[config.mk]
export PLATFORM = sky130hd
export DESIGN_NAME = rimb_mask_bank
export DESIGN_NICKNAME = d
export VERILOG_FILES = /design/src/rimb_pkg.sv /design/src/rimb_mask_bank.sv /design/src/rimb_serial_slave.sv
export SDC_FILE = /design/constraint.sdc
export NUM_CORES = 1
export LEC_CHECK = 0
export BUFFER_PORTS_ARGS = -buffer_cell sky130_fd_sc_hd__buf_4
export CORE_MARGIN = 1
export CORE_UTILIZATION = 45
export CTS_CLUSTER_SIZE = 24
export DETAILED_ROUTE_END_ITERATION = 10
export PLACE_DENSITY_LB_ADDON = 0.12
export SYNTH_ARGS = -nofsm -noshare
export SYNTH_HDL_FRONTEND = slang
export SYNTH_SLANG_ARGS = --single-unit
[constraint.sdc]
create_clock -name mclk -period 3.6 [get_ports mclk]
set_clock_uncertainty 0.1 [all_clocks]
set_input_delay 0.72 -clock mclk [delete_from_list [all_inputs] [get_ports mclk]]
set_output_delay 0.72 -clock mclk [all_outputs]
set_load 0.02 [all_outputs]
[src/rimb_pkg.sv]
// Package for the regulator interrupt mask bank: offsets, field positions,
// reset values and serial-bus constants.
// Assumes a byte-wide register space reached over a two-wire serial bus.
package rimb_pkg;

  ////////////////////////////////////////////////////////////////////////////
  // Register offsets
  localparam logic [7:0] OFF_RESET_EVENT_MASK = 8'h21;
  localparam logic [7:0] OFF_CONVERTER_MASK   = 8'h22;
  localparam logic [7:0] OFF_LINEAR_REG_MASK  = 8'h23;

  ////////////////////////////////////////////////////////////////////////////
  // Field positions inside the low nibble of a converter or linear mask;
  // the unit with index 1 uses the same positions plus four.
  localparam logic [2:0] POS_PG_FALL   = 3'h3;
  localparam logic [2:0] POS_PG_RISE   = 3'h2;
  localparam logic [2:0] POS_CURLIM    = 3'h0;
  localparam int         POS_RESET_EVT = 0;

  ////////////////////////////////////////////////////////////////////////////
  // Reset values and writable bits
  localparam logic [7:0] RST_RESET_EVENT_MASK = 8'h01;
  localparam logic [7:0] RST_CONVERTER_MASK   = 8'hcc;
  localparam logic [7:0] RST_LINEAR_REG_MASK  = 8'hcc;
  localparam logic [7:0] WR_RESET_EVENT_MASK  = 8'hfe;
  localparam logic [7:0] WR_UNIT_MASK         = 8'hdd;
  localparam logic [7:0] READ_UNMAPPED        = 8'h00;

  ////////////////////////////////////////////////////////////////////////////
  // Regulator units: 0 converter 0, 1 converter 1, 2 linear 0, 3 linear 1
  localparam int NUM_UNITS = 4;

  ////////////////////////////////////////////////////////////////////////////
  // Serial bus
  localparam logic [6:0] DEV_ADDR_DEFAULT = 7'h5a; // Arbitrary value
  localparam logic [3:0] BITS_PER_BYTE    = 4'h8;

  typedef enum logic [2:0] {
    RIMB_IDLE,
    RIMB_ADDR,
    RIMB_ACK_ADDR,
    RIMB_PTR,
    RIMB_ACK_WR,
    RIMB_WDATA,
    RIMB_RDATA,
    RIMB_ACK_RD
  } rimb_sbus_state_e;

endpackage : rimb_pkg

[src/rimb_mask_bank.sv]
// Regulator interrupt mask bank: mask registers, edge detection on the raw
// converter and linear-regulator status, interrupt flags and the irq pin.
// Assumes raw status inputs are synchronous to mclk; flags are cleared by
// the flag-register logic outside through one-cycle clear pulses.
`timescale 1ns/1ps
`default_nettype none
module rimb_mask_bank
  import rimb_pkg::*;
#(
  parameter logic [6:0] DEV_ADDR = DEV_ADDR_DEFAULT
) (
  // Clock and reset
  input  wire logic       mclk,
  input  wire logic       resetn,
  // Serial bus pins
  input  wire logic       scl_in,
  input  wire logic       sda_in,
  output logic            sda_out,
  output logic            sda_oe,
  // One-time-programmable default of the reset-event mask
  input  wire logic       otp_reset_mask,
  // Raw regulator status, power-good 1 means output invalid
  input  wire logic       conv0_pg_raw,
  input  wire logic       conv0_curlim_raw,
  input  wire logic       conv1_pg_raw,
  input  wire logic       conv1_curlim_raw,
  input  wire logic       lin0_pg_raw,
  input  wire logic       lin0_curlim_raw,
  input  wire logic       lin1_pg_raw,
  input  wire logic       lin1_curlim_raw,
  input  wire logic       reg_reset_event,
  // Flag clear pulses, index 0 conv0, 1 conv1, 2 lin0, 3 lin1
  input  wire logic [3:0] pg_flag_clr,
  input  wire logic [3:0] curlim_flag_clr,
  input  wire logic       reg_reset_flag_clr,
  // Flags, raw status copy and interrupt pin
  output logic [3:0]      pg_irq_flag,
  output logic [3:0]      curlim_irq_flag,
  output logic            reg_reset_irq_flag,
  output logic [7:0]      raw_status,
  output logic            irq_out_n
);

  ////////////////////////////////////////////////////////////////////////////
  // Reset release through two flip-flops
  logic [1:0] rst_sync;
  logic       rst_n;

  always_ff @(posedge mclk or negedge resetn) begin
    if (!resetn) begin
      rst_sync <= 2'b00;
    end else begin
      rst_sync <= {rst_sync[0], 1'b1};
    end
  end
  assign rst_n = rst_sync[1];

  ////////////////////////////////////////////////////////////////////////////
  // Serial slave
  logic       wr_en;
  logic [7:0] wr_addr;
  logic [7:0] wr_data;
  logic [7:0] rd_addr;
  logic [7:0] rd_data;

  rimb_serial_slave #(
    .DEV_ADDR (DEV_ADDR)
  ) u_slave (
    .mclk    (mclk),
    .rst_n   (rst_n),
    .scl_in  (scl_in),
    .sda_in  (sda_in),
    .sda_out (sda_out),
    .sda_oe  (sda_oe),
    .wr_en   (wr_en),
    .wr_addr (wr_addr),
    .wr_data (wr_data),
    .rd_addr (rd_addr),
    .rd_data (rd_data)
  );

  ////////////////////////////////////////////////////////////////////////////
  // Mask registers
  logic [7:0] reset_event_mask;
  logic [7:0] converter_event_mask;
  logic [7:0] linear_reg_event_mask;
  logic       otp_load;

  // The OTP level is caught by a clocked load after release, never by the
  // asynchronous reset itself.
  always_ff @(posedge mclk or negedge rst_n) begin
    if (!rst_n) begin
      otp_load <= 1'b1;
    end else begin
      otp_load <= 1'b0;
    end
  end

  always_ff @(posedge mclk or negedge rst_n) begin
    if (!rst_n) begin
      reset_event_mask <= RST_RESET_EVENT_MASK;
    end else begin
      if (otp_load) begin
        reset_event_mask[POS_RESET_EVT] <= otp_reset_mask;
      end
      if (wr_en && wr_addr == OFF_RESET_EVENT_MASK) begin
        // Mask bit itself keeps its loaded value
        reset_event_mask[7:1] <= wr_data[7:1];
      end
    end
  end

  always_ff @(posedge mclk or negedge rst_n) begin
    if (!rst_n) begin
      converter_event_mask <= RST_CONVERTER_MASK;
    end else if (wr_en && wr_addr == OFF_CONVERTER_MASK) begin
      converter_event_mask <= wr_data & WR_UNIT_MASK;
    end
  end

  always_ff @(posedge mclk or negedge rst_n) begin
    if (!rst_n) begin
      linear_reg_event_mask <= RST_LINEAR_REG_MASK;
    end else if (wr_en && wr_addr == OFF_LINEAR_REG_MASK) begin
      linear_reg_event_mask <= wr_data & WR_UNIT_MASK;
    end
  end

  always_comb begin
    unique case (rd_addr)
      OFF_RESET_EVENT_MASK: rd_data = reset_event_mask;
      OFF_CONVERTER_MASK:   rd_data = converter_event_mask;
      OFF_LINEAR_REG_MASK:  rd_data = linear_reg_event_mask;
      default:              rd_data = READ_UNMAPPED;
    endcase
  end

  ////////////////////////////////////////////////////////////////////////////
  // Event detection per unit
  function automatic logic mask_bit(input logic [7:0] bank,
                                    input logic       upper,
                                    input logic [2:0] pos);
    mask_bit = bank[{upper, pos[1:0]}];
  endfunction : mask_bit

  logic [3:0] pg_raw;
  logic [3:0] cl_raw;
  logic [3:0] pg_q;
  logic [3:0] cl_q;
  logic [3:0] pg_set;
  logic [3:0] cl_set;
  logic       rr_set;

  assign pg_raw = {lin1_pg_raw, lin0_pg_raw, conv1_pg_raw, conv0_pg_raw};
  assign cl_raw = {lin1_curlim_raw, lin0_curlim_raw,
                   conv1_curlim_raw, conv0_curlim_raw};

  always_ff @(posedge mclk or negedge rst_n) begin
    if (!rst_n) begin
      pg_q <= 4'h0;
      cl_q <= 4'h0;
    end else begin
      pg_q <= pg_raw;
      cl_q <= cl_raw;
    end
  end

  for (genvar u = 0; u < NUM_UNITS; u++) begin : g_unit
    logic [7:0] bank;
    logic       up;
    assign bank = (u >= 2) ? linear_reg_event_mask
                           : converter_event_mask;
    assign up   = 1'(u % 2);
    // Invalid-going is a rise of the raw bit, valid-going a fall
    assign pg_set[u] =
      (pg_raw[u] & ~pg_q[u] & ~mask_bit(bank, up, POS_PG_FALL)) |
      (~pg_raw[u] & pg_q[u] & ~mask_bit(bank, up, POS_PG_RISE));
    assign cl_set[u] =
      cl_raw[u] & ~cl_q[u] & ~mask_bit(bank, up, POS_CURLIM);
  end

  assign rr_set = reg_reset_event & ~reset_event_mask[POS_RESET_EVT];

  ////////////////////////////////////////////////////////////////////////////
  // Flags: a set in the same cycle as a clear wins
  always_ff @(posedge mclk or negedge rst_n) begin
    if (!rst_n) begin
      pg_irq_flag        <= 4'h0;
      curlim_irq_flag    <= 4'h0;
      reg_reset_irq_flag <= 1'b0;
    end else begin
      pg_irq_flag     <= pg_set | (pg_irq_flag & ~pg_flag_clr);
      curlim_irq_flag <= cl_set | (curlim_irq_flag & ~curlim_flag_clr);
      reg_reset_irq_flag <= rr_set |
                            (reg_reset_irq_flag & ~reg_reset_flag_clr);
    end
  end

  // Masks never touch this copy of the raw status
  always_ff @(posedge mclk or negedge rst_n) begin
    if (!rst_n) begin
      raw_status <= 8'h00;
    end else begin
      raw_status <= {pg_raw[3], cl_raw[3], pg_raw[2], cl_raw[2],
                     pg_raw[1], cl_raw[1], pg_raw[0], cl_raw[0]};
    end
  end

  always_ff @(posedge mclk or negedge rst_n) begin
    if (!rst_n) begin
      irq_out_n <= 1'b1;
    end else begin
      irq_out_n <= ~(|pg_irq_flag | |curlim_irq_flag |
                     reg_reset_irq_flag);
    end
  end
endmodule : rimb_mask_bank
`default_nettype wire

[src/rimb_serial_slave.sv]
// Two-wire serial slave: byte pointer, auto-increment writes and reads.
// Assumes scl and sda inputs are already synchronous to mclk and that the
// register file answers a read address combinationally.
`timescale 1ns/1ps
`default_nettype none
module rimb_serial_slave
  import rimb_pkg::*;
#(
  parameter logic [6:0] DEV_ADDR = DEV_ADDR_DEFAULT
) (
  // Clock and reset
  input  wire logic       mclk,
  input  wire logic       rst_n,
  // Bus pins
  input  wire logic       scl_in,
  input  wire logic       sda_in,
  output logic            sda_out,
  output logic            sda_oe,
  // Register file side
  output logic            wr_en,
  output logic [7:0]      wr_addr,
  output logic [7:0]      wr_data,
  output logic [7:0]      rd_addr,
  input  wire logic [7:0] rd_data
);

  rimb_sbus_state_e state;
  logic             scl_q;
  logic             sda_q;
  logic [7:0]       shreg;
  logic [3:0]       bit_cnt;
  logic [7:0]       ptr;
  logic             rd_dir;
  logic             nack;
  logic             scl_rise;
  logic             scl_fall;
  logic             start_c;
  logic             stop_c;

  assign scl_rise = scl_in & ~scl_q;
  assign scl_fall = ~scl_in & scl_q;
  assign start_c  = scl_in & scl_q & sda_q & ~sda_in;
  assign stop_c   = scl_in & scl_q & ~sda_q & sda_in;
  assign sda_out  = 1'b0;
  assign rd_addr  = ptr;

  always_ff @(posedge mclk or negedge rst_n) begin
    if (!rst_n) begin
      scl_q <= 1'b1;
      sda_q <= 1'b1;
    end else begin
      scl_q <= scl_in;
      sda_q <= sda_in;
    end
  end

  ////////////////////////////////////////////////////////////////////////////
  // Protocol engine; a start or stop aborts whatever byte is in flight
  always_ff @(posedge mclk or negedge rst_n) begin
    if (!rst_n) begin
      state   <= RIMB_IDLE;
      shreg   <= 8'h00;
      bit_cnt <= 4'h0;
      ptr     <= 8'h00;
      rd_dir  <= 1'b0;
      nack    <= 1'b1;
      sda_oe  <= 1'b0;
      wr_en   <= 1'b0;
      wr_addr <= 8'h00;
      wr_data <= 8'h00;
    end else begin
      wr_en <= 1'b0;
      if (start_c) begin
        state   <= RIMB_ADDR;
        bit_cnt <= 4'h0;
        sda_oe  <= 1'b0;
      end else if (stop_c) begin
        state  <= RIMB_IDLE;
        sda_oe <= 1'b0;
      end else if (scl_rise) begin
        unique case (state)
          RIMB_ADDR, RIMB_PTR, RIMB_WDATA: begin
            shreg   <= {shreg[6:0], sda_in};
            bit_cnt <= bit_cnt + 4'h1;
          end
          RIMB_RDATA: begin
            shreg   <= {shreg[6:0], 1'b0};
            bit_cnt <= bit_cnt + 4'h1;
          end
          RIMB_ACK_RD: nack <= sda_in;
          default: ;
        endcase
      end else if (scl_fall) begin
        unique case (state)
          RIMB_ADDR: begin
            if (bit_cnt == BITS_PER_BYTE) begin
              if (shreg[7:1] == DEV_ADDR) begin
                state  <= RIMB_ACK_ADDR;
                rd_dir <= shreg[0];
                sda_oe <= 1'b1;
              end else begin
                state <= RIMB_IDLE;
              end
            end
          end
          RIMB_ACK_ADDR: begin
            bit_cnt <= 4'h0;
            if (rd_dir) begin
              state  <= RIMB_RDATA;
              shreg  <= rd_data;
              sda_oe <= ~rd_data[7];
              ptr    <= ptr + 8'h01;
            end else begin
              state  <= RIMB_PTR;
              sda_oe <= 1'b0;
            end
          end
          RIMB_PTR, RIMB_WDATA: begin
            if (bit_cnt == BITS_PER_BYTE) begin
              state  <= RIMB_ACK_WR;
              sda_oe <= 1'b1;
              if (state == RIMB_PTR) begin
                ptr <= shreg;
              end else begin
                wr_en   <= 1'b1;
                wr_addr <= ptr;
                wr_data <= shreg;
                ptr     <= ptr + 8'h01;
              end
            end
          end
          RIMB_ACK_WR: begin
            state   <= RIMB_WDATA;
            bit_cnt <= 4'h0;
            sda_oe  <= 1'b0;
          end
          RIMB_RDATA: begin
            if (bit_cnt == BITS_PER_BYTE) begin
              state  <= RIMB_ACK_RD;
              sda_oe <= 1'b0;
            end else begin
              sda_oe <= ~shreg[7];
            end
          end
          RIMB_ACK_RD: begin
            bit_cnt <= 4'h0;
            if (!nack) begin
              state  <= RIMB_RDATA;
              shreg  <= rd_data;
              sda_oe <= ~rd_data[7];
              ptr    <= ptr + 8'h01;
            end else begin
              state <= RIMB_IDLE;
            end
          end
          default: ;
        endcase
      end
    end
  end

endmodule : rimb_serial_slave
`default_nettype wire

==> out/qor.yml <==
timing:
  hold_violations: 0
  fmax_mhz: 376
  slew_headroom_pct: 28.7
  worst_slew_pin_slew_ps: 1070
  setup_viol: 0
  final_max_slew_viol_count: 0
  period_share_pct: 73.8
  post-route-min-period_ps: 2660
  rsz0062_at_grt: "no"
  setup-tns-final_ps: 0
power_and_ir_drop:
  pwr-share-clk_pct: 30.9
  switchingPower_uw: 681
  vdd_drop_max_mv: 0.239
  power_frac_seq_pct: 53.3
  p_total_mw: 2.14
  internal_power_mw: 1.45
  swShare_pct: 31.9
  leakage_nw: 2.23
  power_density_nw_per_um2: 434
  pwr-share-comb_pct: 15.8
drt:
  remaining_drc_errors: 0
  ant_nets: 0
  drt_iter0_markers: 125
  first_pass_iters: 5
  wl_per_cell_um: 16.6
  vias: 3183
  drt-total-wl_mm: 9.38
  vias_per_cell: 5.64
synthesis:
  yosysWarnings: 0
  synth_area_per_cell_um2: 11.0
  synth_cells: 392
  netlist-cell-type-count: 68
  syn_area_um2: 4330
  synth_edf_count: 0
  synth_top_area_share_pct: 41.7
  seq_area_frac_synth_pct: 50.2
  async_flop_share_pct: 100
  ys_ff_latch: 86
  yosys_most_used_dff: "dfrtp_1"
  synth_area_leaders: "dfrtp_1 42%, mux2_2 10%, dfstp_2 8.5%, ha_1 2.9%, o21ai_0 2.5%"
  synth_top_area_cell: "dfrtp_1"
layout:
  syn_to_final_growth_pct: 13.7
  num_antenna_cells: 0
  nNetsFinal: 463
  drive_gt1_share_pct: 29.0
grt:
  gr-total-overflow: 0
  grt_max_degree: 85
  grt_pass1_vias: 3059
  grt_antenna_before_repair: 0
  grt.total_usage_pct: 20.2
  grt_pass1_wl_mm: 15.6
floorplan:
  die_area_um2: 10000
  floorplan.rows: 35
  die_h_um: 100
  die_w_um: 100
  core_area_um2: 9280
  io_pins: 43
  initial_core_util_pct: 46.6
setup_path:
  worstPathRequired_ps: 3740
  worst-path-max-fanout: 14
  worstSetupStartpointType: "flop"
  cp-end-kind: "flop"
  reg2reg_depth: 7
  cpPeakStageDelay_ps: 570
  critPathArrivalTime_ps: 2800
  critical-path-slowest-cell: "dfstp_2"
  ff2ff_setup_slack_ps: 940
  crit_chain: "inv_1 -> ha_1 -> or3b_1 -> a221oi_1 -> nor4_2 -> nor2_1 -> mux2_1"
  path_class: "flop to flop"
job:
  max_cap_viol_count: 0
clock_network:
  postCtsSetupBuffers: 0
  cts_num_sinks: 86
  cts_resized: 0
  clock_path_buffers: 2
  cts_root_buffer: "clkbuf_8"
  clk_latency_ps: 350
  holdBufCountCts: 0
  numCtsBuffers: 9
  cts_max_level: 3
  cts_tree: "done"
  clkTransAtPathRegs_ps: 90
place:
  numPortBuffers: 41
  dp_hpwl_mm: 6.48
  gp_congestion: 0.822
outcome:
  status: "finished, final reports clean"
min_path:
  min_path_type: "input port to async pin"
[critical path, delay by kind of cell, from the launching register on]
kind,cells,cell delay [ps]
and+or+nand+nor,3,800
AOI/OAI and AO/OA,1,350
buffers and inverters,1,70
adders and majority gates,1,330
muxes,1,340
DFF,1,570
[layer usage]
layer	GRT usage (%)	part of all wire [%]	vias up
met5	0	0	-
met4	7.13	1.0	0
met2	28.8	44	70
li1	-	-	1524
met3	3.34	4.1	8
met1	30.9	51	1581
[cell type report]
cell class,instances,area [um2]
multi-input cells,265,1970
inverters,24,90.1
clock inverters,6,55.1
flip-flops and latches,86,2170
clock buffers,10,138
well taps,129,161
repair buffers,44,330
fillers,861,4360
[synth_stat cells (all sizes together) (2+ instances only)]
library cell,instances
nor3b,8
nand2,20
nor4,4
nand3,9
and3,2
o31ai,4
buf,10
a21oi,20
a22o,4
and4b,2
nor3,9
a211oi,3
nand2b,4
clkbuf,8
ha,10
o21a,2
nand4bb,2
dfstp,14
a221o,2
or4b,2
a211o,2
and3b,2
and2,3
a221oi,2
a22oi,5
dfrtp,72
o22ai,4
nor2,24
o2bb2ai,3
o211ai,2
mux2,46
or3,2
nand3b,5
inv,24
o21ai,23
nor4bb,2
o32ai,3
conb,2
nand4,3
o41ai,3
nor2b,4
a222oi,3
[placed cells by master, fill, tap and decap left out, types with 3 or more instances in the layout]
cell type,instances
a211oi_1,3
o22ai_1,4
nand3_1,9
a22oi_1,5
buf_4,44
dfrtp_1,71
a22o_1,3
ha_1,10
nand2b_1,4
nand3b_1,5
nor2_1,24
clkbuf_8,10
nand4_1,3
nor2b_1,4
nor3_1,8
conb_1,3
nand2_1,20
mux2_1,6
o31ai_1,4
o32ai_1,3
and2_1,3
a21oi_1,20
o41ai_1,3
mux2_2,40
nor3b_1,7
o21ai_0,22
o2bb2ai_1,3
dfstp_2,14
inv_1,24
a222oi_1,3
[through the flow]
| step | setup WS, ps | utilization, % | cell area [um2] | cells | hold WS [ps] |
|---|---|---|---|---|---|
| floorplan | 952 | - | 4330 | 393 | 231 |
| global placement | 769 | 50.9 | 4730 | 548 | 240 |
| detailed placement | 715 | 50.9 | 4730 | 548 | 237 |
| CTS | 982 | 53.0 | 4920 | 564 | 18.9 |
| global route | 771 | 53.0 | 4920 | 564 | 15.5 |
| finish | 944 | 53.0 | 4920 | 564 | 32.1 |
[final timing paths]
check	from	end
worst max-delay path	u_slave.scl_q$_DFF_PN1_	u_slave.bit_cnt[0]$_DFFE_PN0P_
worst min-delay path	resetn	rst_sync[1]$_DFF_PN0_
worst max register to register	u_slave.scl_q$_DFF_PN1_	u_slave.bit_cnt[0]$_DFFE_PN0P_
worst min register to register	rst_sync[0]$_DFF_PN0_	rst_sync[1]$_DFF_PN0_
max in group asynchronous	rst_sync[1]$_DFF_PN0_	u_slave.rd_addr[3]$_DFFE_PN0P_
min in group mclk	rst_sync[0]$_DFF_PN0_	rst_sync[1]$_DFF_PN0_
[state kept, by name, indices dropped and copies added (netlist names), 6 cells and up]
name	count
u_slave.rd_addr	8
g_unit.bank	6
reset_event_mask	8
raw_status	7
u_slave.wr_data	8
u_slave.shreg	8
u_slave.wr_addr	8
converter_event_mask	6
[power by group through the flow]
stage | clock network (mW) | logic [mW] | registers, mW
final | 0.660 | 0.338 | 1.14
after global routing | 0.717 | 0.376 | 1.16
after CTS | 0.681 | 0.335 | 1.14
after detailed placement | 0 | 0.333 | 1.16
after global placement | 0 | 0.330 | 1.15
after floorplan | 0 | 0.229 | 1.13
[logic make-up (layout without fill, tap and decap cells)]
family / Yosys count / count (layout) / synth area share, %
compound gates: 93 / 93 / 14.6
xor+xnor: 1 / 1 / 0.203
fa+ha+maj: 10 / 10 / 2.89
buf+inv: 42 / 84 / 4.34
flops: 86 / 86 / 50.2
mux: 46 / 46 / 12.0
other cells: 2 / 3 / 0.174
simple gates: 112 / 112 / 15.6
Note: power is estimated with default switching activity, not from simulation.
